<file path="src/core/fefc_regs.svh">
/*
 * bit layout, views and reset values of the fp control/status register.
 * assumes: included by bare name from the exception control module.
 */
`ifndef FEFC_REGS_SVH
`define FEFC_REGS_SVH

// ----------------------------------------
// full register image field positions
// ----------------------------------------
`define FEFC_FS_BIT        24
`define FEFC_FO_BIT        22
`define FEFC_FN_BIT        21
`define FEFC_ABS_BIT       19
`define FEFC_NAN_BIT       18
`define FEFC_CAUSE_HI      17
`define FEFC_CAUSE_LO      12
`define FEFC_EN_HI         11
`define FEFC_EN_LO         7
`define FEFC_FLAG_HI       6
`define FEFC_FLAG_LO       2
`define FEFC_RM_HI         1
`define FEFC_RM_LO         0

// ----------------------------------------
// alias views
// ----------------------------------------
`define FEFC_VIEW_FULL     2'h0
`define FEFC_VIEW_EXC      2'h1
`define FEFC_VIEW_ENR      2'h2
`define FEFC_ENR_FS_BIT    2

// ----------------------------------------
// cause vector layout and reset values
// ----------------------------------------
`define FEFC_CAUSE_E       5
`define FEFC_CAUSE_RST     6'h00
`define FEFC_EN_RST        5'h00
`define FEFC_FLAG_RST      5'h00
`define FEFC_RM_RST        2'h0
`define FEFC_CTL_RST       1'h0
`define FEFC_WORD_ZERO     32'h0000_0000
`define FEFC_FIXED_ONE     1'h1

`endif

</file>
<file path="src/core/fefc_pkg.sv">
/*
 * types shared by the exception/flush control modules.
 * assumes: nothing beyond a systemverilog compiler.
 */
package fefc_pkg;

	// instruction class as seen by the flush logic
	typedef enum logic [1:0] {
		FEFC_OP_OTHER  = 2'h0,
		FEFC_OP_ARITH  = 2'h1,
		FEFC_OP_MADD   = 2'h2,
		FEFC_OP_ABSNEG = 2'h3
	} fefc_op_e;

	// rounding field encodings
	typedef enum logic [1:0] {
		FEFC_ROUND_NEAREST_EVEN    = 2'h0,
		FEFC_ROUND_TOWARD_ZERO     = 2'h1,
		FEFC_ROUND_TOWARD_PLUS_INF = 2'h2,
		FEFC_ROUND_TOWARD_MINUS    = 2'h3
	} fefc_round_e;

	// value forced onto a tiny result
	typedef enum logic [1:0] {
		FEFC_FORCE_NONE     = 2'h0,
		FEFC_FORCE_ZERO     = 2'h1,
		FEFC_FORCE_MIN_NORM = 2'h2
	} fefc_force_e;

endpackage

</file>
<file path="src/core/fefc_flush_if.sv">
/*
 * carrier between the register block and the flush decision unit.
 * assumes: both ends on core_clk, decision is purely combinational.
 */
`timescale 1ns/10ps

interface fefc_flush_if;
	fefc_pkg::fefc_round_e rounding_field;
	logic                  flush_to_zero_ctl;
	logic                  flush_override_ctl;
	logic                  flush_nearest_ctl;
	fefc_pkg::fefc_op_e    kind;
	logic                  denorm_in;
	logic                  tiny_inter;
	logic                  tiny_final;
	logic                  sign;
	logic                  below_half;
	logic                  flush_operands;
	logic                  unimpl;
	fefc_pkg::fefc_force_e inter_force;
	fefc_pkg::fefc_force_e final_force;

	modport ctl (
		output rounding_field, flush_to_zero_ctl, flush_override_ctl,
		output flush_nearest_ctl, kind, denorm_in, tiny_inter, tiny_final,
		output sign, below_half,
		input  flush_operands, unimpl, inter_force, final_force
	);
	modport unit (
		input  rounding_field, flush_to_zero_ctl, flush_override_ctl,
		input  flush_nearest_ctl, kind, denorm_in, tiny_inter, tiny_final,
		input  sign, below_half,
		output flush_operands, unimpl, inter_force, final_force
	);
endinterface

</file>
<file path="src/core/fefc_flush_unit.sv">
/*
 * denormal operand and tiny result decision logic.
 * assumes: driven through fefc_flush_if by the control register block.
 */
`timescale 1ns/10ps

module fefc_flush_unit (
	fefc_flush_if.unit fl
);

	// ----------------------------------------
	// tiny result value by rounding mode
	// ----------------------------------------
	function automatic fefc_pkg::fefc_force_e by_mode(
		input fefc_pkg::fefc_round_e rm,
		input logic                  neg
	);
		fefc_pkg::fefc_force_e f;
		case (rm)
			fefc_pkg::FEFC_ROUND_TOWARD_PLUS_INF: begin
				f = neg ? fefc_pkg::FEFC_FORCE_ZERO : fefc_pkg::FEFC_FORCE_MIN_NORM;
			end
			fefc_pkg::FEFC_ROUND_TOWARD_MINUS: begin
				f = neg ? fefc_pkg::FEFC_FORCE_MIN_NORM : fefc_pkg::FEFC_FORCE_ZERO;
			end
			default: begin
				f = fefc_pkg::FEFC_FORCE_ZERO;
			end
		endcase
		return f;
	endfunction

	logic trapping;
	logic affected;
	logic is_madd;

	// ----------------------------------------
	// class decode
	// ----------------------------------------
	// only arithmetic and multiply-add may trap on denormals
	assign trapping = (fl.kind == fefc_pkg::FEFC_OP_ARITH) ||
		(fl.kind == fefc_pkg::FEFC_OP_MADD);
	assign affected = trapping || (fl.kind == fefc_pkg::FEFC_OP_ABSNEG);
	assign is_madd  = (fl.kind == fefc_pkg::FEFC_OP_MADD);

	// ----------------------------------------
	// decisions
	// ----------------------------------------
	// tiny flags come from a value rounded with unbounded exponent
	always_comb begin
		fl.flush_operands = affected && fl.flush_to_zero_ctl;
		fl.unimpl         = 1'b0;
		fl.inter_force    = fefc_pkg::FEFC_FORCE_NONE;
		fl.final_force    = fefc_pkg::FEFC_FORCE_NONE;
		// denormal operand without flushing
		if (trapping && fl.denorm_in && !fl.flush_to_zero_ctl) begin
			fl.unimpl = 1'b1;
		end
		// multiply-add intermediate: override keeps it untouched
		if (is_madd && fl.tiny_inter && !fl.flush_override_ctl) begin
			if (fl.flush_to_zero_ctl) begin
				fl.inter_force = by_mode(fl.rounding_field, fl.sign);
			end else begin
				fl.unimpl = 1'b1;
			end
		end
		// final result: nearest flush wins over zero flush
		if (affected && fl.tiny_final) begin
			if (fl.flush_nearest_ctl &&
				fl.rounding_field == fefc_pkg::FEFC_ROUND_NEAREST_EVEN) begin
				fl.final_force = fl.below_half ? fefc_pkg::FEFC_FORCE_ZERO :
					fefc_pkg::FEFC_FORCE_MIN_NORM;
			end else if (fl.flush_nearest_ctl || fl.flush_to_zero_ctl) begin
				fl.final_force = by_mode(fl.rounding_field, fl.sign);
			end else if (trapping) begin
				fl.unimpl = 1'b1;
			end
		end
	end

endmodule // fefc_flush_unit

</file>
<file path="src/core/fefc_exc_ctrl.sv">
/*
 * fp control/status register with cause, enable and sticky flag fields,
 * trap generation and flush control for denormals and tiny results.
 * assumes: core pipeline on core_clk drives writes and op reports,
 * with synchronous active-high reset; no synchronisers needed.
 */
`timescale 1ns/10ps
`include "fefc_regs.svh"


module fefc_exc_ctrl (
	input  wire logic        core_clk,
	input  wire logic        rst,
	input  wire logic        csr_wr_en,
	input  wire logic [1:0]  csr_wr_view,
	input  wire logic [31:0] csr_wr_data,
	input  wire logic        op_valid,
	input  wire logic [1:0]  op_kind,
	input  wire logic [4:0]  op_ieee_exc,
	input  wire logic        op_denorm_in,
	input  wire logic        op_tiny_inter,
	input  wire logic        op_tiny_final,
	input  wire logic        op_sign,
	input  wire logic        op_below_half,
	output logic      [31:0] csr_rd_data_ff,
	output logic             trap_ff,
	output logic             trap_unimpl_ff,
	output logic             flush_operands_ff,
	output logic      [1:0]  inter_force_ff,
	output logic      [1:0]  final_force_ff,
	output logic             result_sign_ff,
	output logic      [1:0]  rounding_field_ff
);

	// ----------------------------------------
	// register fields
	// ----------------------------------------
	logic [5:0]  cause_ff;
	logic [4:0]  enables_ff;
	logic [4:0]  flags_ff;
	logic        flush_to_zero_ctl_ff;
	logic        flush_override_ctl_ff;
	logic        flush_nearest_ctl_ff;

	logic [5:0]  nxt_cause;
	logic [4:0]  nxt_enables;
	logic [4:0]  nxt_flags;
	logic        nxt_fs;
	logic        nxt_fo;
	logic        nxt_fn;
	logic [1:0]  nxt_rm;
	logic [31:0] nxt_rd_data;

	// ----------------------------------------
	// outputs toward the core
	// ----------------------------------------
	logic        nxt_trap;
	logic        nxt_trap_unimpl;
	logic        nxt_flush_operands;
	logic [1:0]  nxt_inter_force;
	logic [1:0]  nxt_final_force;
	logic        nxt_result_sign;

	// ----------------------------------------
	// helpers
	// ----------------------------------------
	logic [5:0]  wr_cause;
	logic [4:0]  wr_flags;
	logic [4:0]  op_enabled_hits;
	logic [5:0]  op_cause;
	logic        op_trap;
	logic        wr_trap;

	fefc_flush_if fl ();

	// ----------------------------------------
	// flush decision unit
	// ----------------------------------------
	// decisions use the settings in force before any same-cycle write
	assign fl.rounding_field     = fefc_pkg::fefc_round_e'(rounding_field_ff);
	assign fl.flush_to_zero_ctl  = flush_to_zero_ctl_ff;
	assign fl.flush_override_ctl = flush_override_ctl_ff;
	assign fl.flush_nearest_ctl  = flush_nearest_ctl_ff;
	assign fl.kind               = fefc_pkg::fefc_op_e'(op_kind);
	assign fl.denorm_in          = op_denorm_in;
	assign fl.tiny_inter         = op_tiny_inter;
	assign fl.tiny_final         = op_tiny_final;
	assign fl.sign               = op_sign;
	assign fl.below_half         = op_below_half;

	fefc_flush_unit u_flush (
		.fl (fl.unit)
	);

	// ----------------------------------------
	// register write decode
	// ----------------------------------------
	// each view touches only its own fields
	always_comb begin
		nxt_enables = enables_ff;
		nxt_fs      = flush_to_zero_ctl_ff;
		nxt_fo      = flush_override_ctl_ff;
		nxt_fn      = flush_nearest_ctl_ff;
		nxt_rm      = rounding_field_ff;
		wr_cause    = cause_ff;
		wr_flags    = flags_ff;
		if (csr_wr_en) begin
			case (csr_wr_view)
				`FEFC_VIEW_FULL: begin
					wr_cause    = csr_wr_data[`FEFC_CAUSE_HI:`FEFC_CAUSE_LO];
					nxt_enables = csr_wr_data[`FEFC_EN_HI:`FEFC_EN_LO];
					wr_flags    = csr_wr_data[`FEFC_FLAG_HI:`FEFC_FLAG_LO];
					nxt_fs      = csr_wr_data[`FEFC_FS_BIT];
					nxt_fo      = csr_wr_data[`FEFC_FO_BIT];
					nxt_fn      = csr_wr_data[`FEFC_FN_BIT];
					nxt_rm      = csr_wr_data[`FEFC_RM_HI:`FEFC_RM_LO];
				end
				`FEFC_VIEW_EXC: begin
					wr_cause  = csr_wr_data[`FEFC_CAUSE_HI:`FEFC_CAUSE_LO];
					wr_flags  = csr_wr_data[`FEFC_FLAG_HI:`FEFC_FLAG_LO];
				end
				`FEFC_VIEW_ENR: begin
					nxt_enables = csr_wr_data[`FEFC_EN_HI:`FEFC_EN_LO];
					nxt_fs      = csr_wr_data[`FEFC_ENR_FS_BIT];
					nxt_rm      = csr_wr_data[`FEFC_RM_HI:`FEFC_RM_LO];
				end
				default: begin
					wr_cause = cause_ff; // unmapped view: nothing stored
				end
			endcase
		end
	end

	// ----------------------------------------
	// trap evaluation
	// ----------------------------------------
	// write trap looks at cause and enables as they stand after the write, any view
	assign wr_trap = csr_wr_en &&
		((|(wr_cause[4:0] & nxt_enables)) || wr_cause[`FEFC_CAUSE_E]);

	// cause vector of the reported instruction, E from the flush unit
	assign op_cause        = {fl.unimpl, op_ieee_exc};
	assign op_enabled_hits = op_ieee_exc & nxt_enables;
	assign op_trap         = op_valid &&
		((|op_enabled_hits) || fl.unimpl);

	// ----------------------------------------
	// cause and flag update
	// ----------------------------------------
	// an op in the same cycle as a write overrides the written cause
	// and, unless the op traps, its flag bits are or-ed on top
	always_comb begin
		nxt_cause = wr_cause;
		nxt_flags = wr_flags;
		if (op_valid) begin
			nxt_cause = op_cause;
			if (!op_trap) begin
				nxt_flags = nxt_flags | op_ieee_exc;
			end
		end
	end

	// ----------------------------------------
	// decision and trap outputs
	// ----------------------------------------
	always_comb begin
		nxt_trap           = op_trap || wr_trap;
		nxt_trap_unimpl    = (op_valid && fl.unimpl) ||
			(wr_trap && wr_cause[`FEFC_CAUSE_E]);
		nxt_flush_operands = 1'b0;
		nxt_inter_force    = fefc_pkg::FEFC_FORCE_NONE;
		nxt_final_force    = fefc_pkg::FEFC_FORCE_NONE;
		nxt_result_sign    = result_sign_ff;
		if (op_valid) begin
			nxt_flush_operands = fl.flush_operands;
			nxt_inter_force    = fl.inter_force;
			nxt_final_force    = fl.final_force;
			nxt_result_sign    = op_sign;           // flushed value keeps its sign
		end
	end

	// ----------------------------------------
	// read image
	// ----------------------------------------
	// compliance bits read as one, condition codes and rest as zero
	always_comb begin
		nxt_rd_data                                 = `FEFC_WORD_ZERO;
		nxt_rd_data[`FEFC_FS_BIT]                   = nxt_fs;
		nxt_rd_data[`FEFC_FO_BIT]                   = nxt_fo;
		nxt_rd_data[`FEFC_FN_BIT]                   = nxt_fn;
		nxt_rd_data[`FEFC_ABS_BIT]                  = `FEFC_FIXED_ONE;
		nxt_rd_data[`FEFC_NAN_BIT]                  = `FEFC_FIXED_ONE;
		nxt_rd_data[`FEFC_CAUSE_HI:`FEFC_CAUSE_LO] = nxt_cause;
		nxt_rd_data[`FEFC_EN_HI:`FEFC_EN_LO]       = nxt_enables;
		nxt_rd_data[`FEFC_FLAG_HI:`FEFC_FLAG_LO]   = nxt_flags;
		nxt_rd_data[`FEFC_RM_HI:`FEFC_RM_LO]       = nxt_rm;
	end

	// ----------------------------------------
	// register state
	// ----------------------------------------
	always_ff @(posedge core_clk) begin
		if (rst) begin
			cause_ff              <= `FEFC_CAUSE_RST;
			enables_ff            <= `FEFC_EN_RST;
			flags_ff              <= `FEFC_FLAG_RST;
			flush_to_zero_ctl_ff  <= `FEFC_CTL_RST;
			flush_override_ctl_ff <= `FEFC_CTL_RST;
			flush_nearest_ctl_ff  <= `FEFC_CTL_RST;
			rounding_field_ff     <= `FEFC_RM_RST;
		end else begin
			cause_ff              <= nxt_cause;
			enables_ff            <= nxt_enables;
			flags_ff              <= nxt_flags;
			flush_to_zero_ctl_ff  <= nxt_fs;
			flush_override_ctl_ff <= nxt_fo;
			flush_nearest_ctl_ff  <= nxt_fn;
			rounding_field_ff     <= nxt_rm;
		end
	end

	// ----------------------------------------
	// output registers
	// ----------------------------------------
	always_ff @(posedge core_clk) begin
		if (rst) begin
			csr_rd_data_ff    <= `FEFC_WORD_ZERO;
			trap_ff           <= 1'b0;
			trap_unimpl_ff    <= 1'b0;
			flush_operands_ff <= 1'b0;
			inter_force_ff    <= fefc_pkg::FEFC_FORCE_NONE;
			final_force_ff    <= fefc_pkg::FEFC_FORCE_NONE;
			result_sign_ff    <= 1'b0;
		end else begin
			csr_rd_data_ff    <= nxt_rd_data;
			trap_ff           <= nxt_trap;
			trap_unimpl_ff    <= nxt_trap_unimpl;
			flush_operands_ff <= nxt_flush_operands;
			inter_force_ff    <= nxt_inter_force;
			final_force_ff    <= nxt_final_force;
			result_sign_ff    <= nxt_result_sign;
		end
	end

endmodule // fefc_exc_ctrl

</file>
<file path="config.mk">
export PLATFORM = sky130hd
export DESIGN_NAME = fefc_exc_ctrl
export DESIGN_NICKNAME = d
export VERILOG_FILES = /design/src/core/fefc_pkg.sv /design/src/core/fefc_flush_if.sv /design/src/core/fefc_flush_unit.sv /design/src/core/fefc_exc_ctrl.sv
export VERILOG_INCLUDE_DIRS = /design/src /design/src/core
export SDC_FILE = /design/constraint.sdc
export NUM_CORES = 1
export LEC_CHECK = 0
export ABC_AREA = 1
export BUFFER_PORTS_ARGS = -buffer_cell sky130_fd_sc_hd__buf_2
export CORE_AREA = 2 2 65 67
export DETAILED_ROUTE_END_ITERATION = 16
export DIE_AREA = 0 0 67 69
export PLACE_DENSITY = 0.85
export SKIP_CTS_REPAIR_TIMING = 1
export SYNTH_ARGS = -nofsm -noshare
export SYNTH_HDL_FRONTEND = slang
export SYNTH_HIERARCHICAL = 1
export SYNTH_SLANG_ARGS = --single-unit
</file>
<file path="constraint.sdc">
create_clock -name core_clk -period 1.5 [get_ports core_clk]
set_clock_uncertainty 0.05 [all_clocks]
set_input_delay 0.15 -clock core_clk [delete_from_list [all_inputs] [get_ports core_clk]]
set_output_delay 0.15 -clock core_clk [all_outputs]
set_load 0.005 [all_outputs]
</file>
==> results.txt <==
Once placement completed, the tool counted placed cells totaling 366. The wire-length estimate of the detail-placed layout is 3339 µm. Type of the setup path with the least slack: flip-flop to flip-flop. The run gives 1576 as the number of global-route vias before repair. STA classifies the critical path startpoint as a flip-flop. TritonCTS created 5 clock buffers. The CTS clock-pin slew for the worst setup and hold paths came out at 0.06 ns. The tree is rooted in a sky130_fd_sc_hd__clkbuf_8. The floorplan has 23 rows. The post-layout utilization of the core was 0.5368.

The maximum number of pins on one net before global-route repair is 14, and the diode insertion count for antenna repair is 0. The power per standard cell area is 916.9 nW/µm². Dividing the detail-routed wire length by the instance count gives 11.31 µm.

Counting along the longest clock path gives a buffer depth of 2. Summed over all instances, the cell type with the most area after synthesis is sky130_fd_sc_hd__dfxtp_1. The number of slew-limit violations in the final report is 0. At the worst endpoint, the arrival time is 1.42 ns.

The number of antenna violations at the first check in global routing is 0. TritonCTS built the clock tree. In this run the worst path has a maximum fanout of 6. The violation count after the first detailed-routing iteration was 73; the routability-driven placement congestion ratio was 0.9264. For this run, the number of Yosys warnings is 6. Setup violations remaining at the end of the flow were counted as 0. In the final timing run, aggregate negative setup slack is 0 ns. The post-synthesis sequential area ratio is 0.3631.

The number of routed nets with antenna violations came out at 0. The number of distinct standard cells referenced by the synthesized netlist was 26. The aggregate global-route resource usage is 0.1932, and the post-placement worst setup slack is 0.05552 ns.

The number of buffer and inverter instances along the worst setup path is 1. The run finished with clean final reports. Yosys attributes the largest share of cell area to sky130_fd_sc_hd__dfxtp_1 (36%), sky130_fd_sc_hd__nand2_1 (13%), sky130_fd_sc_hd__inv_1 (9.3%), sky130_fd_sc_hd__buf_4 (7.7%), sky130_fd_sc_hd__nor2_1 (7.5%). The logs give 777.0 µm² for the area of the multi-input gates and 3914 µm² for the placeable core area. Setup repair after global routing left no endpoint under its margin. Measured along the x axis, the die boundary spans 67 µm. Type of the tightest min-delay check: primary input to flip-flop. The number of clock sinks is 30. In this run the static leakage power is 1.194 nW.

The floorplan step defined a die boundary enclosing 4623 µm². The total standard cell area after synthesis is 1654 µm². STA classifies the critical path endpoint as a flip-flop. The tools report the total of fill cells in the finished design as 417. The final route contains 1740 vias. The number of cells in the finished layout apart from fillers is 374, and the first-pass GRT wire length is 6893 µm.

The worst setup slack after layout came out at 0.2127 ns. During placement, the flow inserted port buffers numbering 71. For this run, the detailed router's first-pass iteration total came to 5.

I/O pin count: 92. The logs give 0.4226 for the starting density of the core and 0.28 ns for the clock latency reported for the late side of the worst-skew pair. The data required time at the worst endpoint is 1.63 ns. Walking the worst path, the cells encountered are nand3b_1 > nand2_1 > nand2_1 > nand2_1 > inv_1 > nand2_1 > nor2_4 > nand2_1 > nand2_1 > nand2_1. After global routing the overflow that remains totals 0.

The largest stage delay on the critical path was 0.34 ns. In the final design database the tool counted 375 nets. After layout, the minimum clock period comes to 1.287 ns.

The die is 69 µm tall. The slowest stage of the critical path belongs to the cell sky130_fd_sc_hd__dfxtp_1. The detail-routed via count per cell came out at 4.652.

The top-area cell type share of the netlist area was 0.3631. The tool flagged a number of max-cap violations equal to 0. Final hold analysis gives a worst-case slack of 0.04584 ns. The synthesized design contains 30 register bits. The clock tree synthesis step divided the H-tree into 2 levels. From synthesis to final layout, the design area changed by 27.00%.

Across the VDD grid, the largest voltage drop is 0.0004587 V. Power consumption: 1.926 mW. After detailed routing, the total wire length is 4230 µm. The run gives 2101 µm² as the final instance area. Timing would allow up to 776.8 MHz.

The fraction of layout instances using a drive strength above 1 works out to 0.3148. The post-route fraction of the period consumed by the critical path is 0.8582. Residual DRC count: 0. The average instance in the mapped netlist occupies 6.590 µm².

Summing all flip-flop and latch instances after layout gives 600.6 µm². The run gives 0 as the total count of hold-check failures in the final report. Grouping stages by cell kind, the critical path spends the most delay in simple AND/OR/NAND/NOR gates.

The tools report the standard cell area after detailed placement as 2009 µm². The most frequent cell on the critical path is sky130_fd_sc_hd__nand2_1. The cell count after synthesis came out at 251.
layer usage:
layer	GRT usage	part of all wire	wire, µm
met3	0.05710	0.078	332
met4	0.07710	0.017	72
met2	0.3146	0.47	2008
met5	0	0	0
met1	0.2339	0.43	1816
path summary, 6_finish.rpt:
| check | slack [ns] | start | to | cells past startpoint |
|---|---|---|---|---|
| setup / recovery | 0.21 | csr_rd_data_ff[22]$_SDFFE_PP0P_ | trap_ff$_SDFF_PP0_ | 10 |
| hold / removal | 0.05 | csr_wr_data[21] | csr_rd_data_ff[21]$_SDFFE_PP0P_ | 3 |
| setup reg to reg | 0.21 | csr_rd_data_ff[22]$_SDFFE_PP0P_ | trap_ff$_SDFF_PP0_ | 10 |
| hold reg to reg | 0.43 | result_sign_ff$_SDFFE_PP0P_ | result_sign_ff$_SDFFE_PP0P_ | 2 |
flip-flops by register name, summed over array words and instances (netlist names):
signal / flops
csr_rd_data_ff: 7
cause_ff: 5
enables_ff: 4
flags_ff: 4
final_force_ff: 2
inter_force_ff: 2
fl.flush_to_zero_ctl: 1
flush_operands_ff: 1
result_sign_ff: 1
rounding_field_ff: 1
trap_ff: 1
trap_unimpl_ff: 1
power breakdown:
| group | internal (mW) | switching [mW] | total, mW |
|---|---|---|---|
| clock network | 0.369 | 0.292 | 0.661 |
| logic | 0.164 | 0.222 | 0.387 |
| registers | 0.848 | 0.0300 | 0.878 |
cell families (layout without fill, tap and decap cells):
logic type | Yosys count | after routing | synth area share
AOI/OAI and AO/OA | 30 | 30 | 0.1104
buffers and inverters | 64 | 129 | 0.1853
and+or+nand+nor | 124 | 124 | 0.3238
DFF | 30 | 30 | 0.3631
adders and majority gates | 2 | 2 | 0.01513
other | 1 | 9 | 0.002267
cells in the final DEF, fill, tap and decap left out, drive strengths merged:
master	synthesis	routed
inv	43	43
a21oi	9	9
buf	19	78
nand3	22	22
o22ai	1	1
nor2	36	36
ha	2	2
dfxtp	30	30
nand2	62	62
clkbuf	2	7
o32ai	1	1
clkinv	0	1
nand3b	1	1
nor3	3	3
o21ai	13	13
a31o	5	5
conb	1	9
a31oi	1	1
Yosys cell counts, drive strengths merged:
master / instances
dfxtp: 30
o22ai: 1
inv: 43
nor3: 3
nor2: 36
clkbuf: 2
a21oi: 9
a31oi: 1
ha: 2
nand3b: 1
buf: 19
o21ai: 13
nand3: 22
o32ai: 1
conb: 1
a31o: 5
nand2: 62
tightest hold or removal path, delay by kind of cell:
| family | cells | cell delay, ns |
|---|---|---|
| AND/OR/NAND/NOR | 2 | 0.11 |
| buffers and inverters | 1 | 0.07 |
layout make-up:
class,count,area share
clock inverters,1,0.002382
clock buffers,7,0.04110
multi-input cells,165,0.3699
repair buffers,78,0.1942
inverters,43,0.07683
well taps,50,0.02978
flip-flops and latches,30,0.2859
No activity file was read; power rests on OpenSTA's default activity.
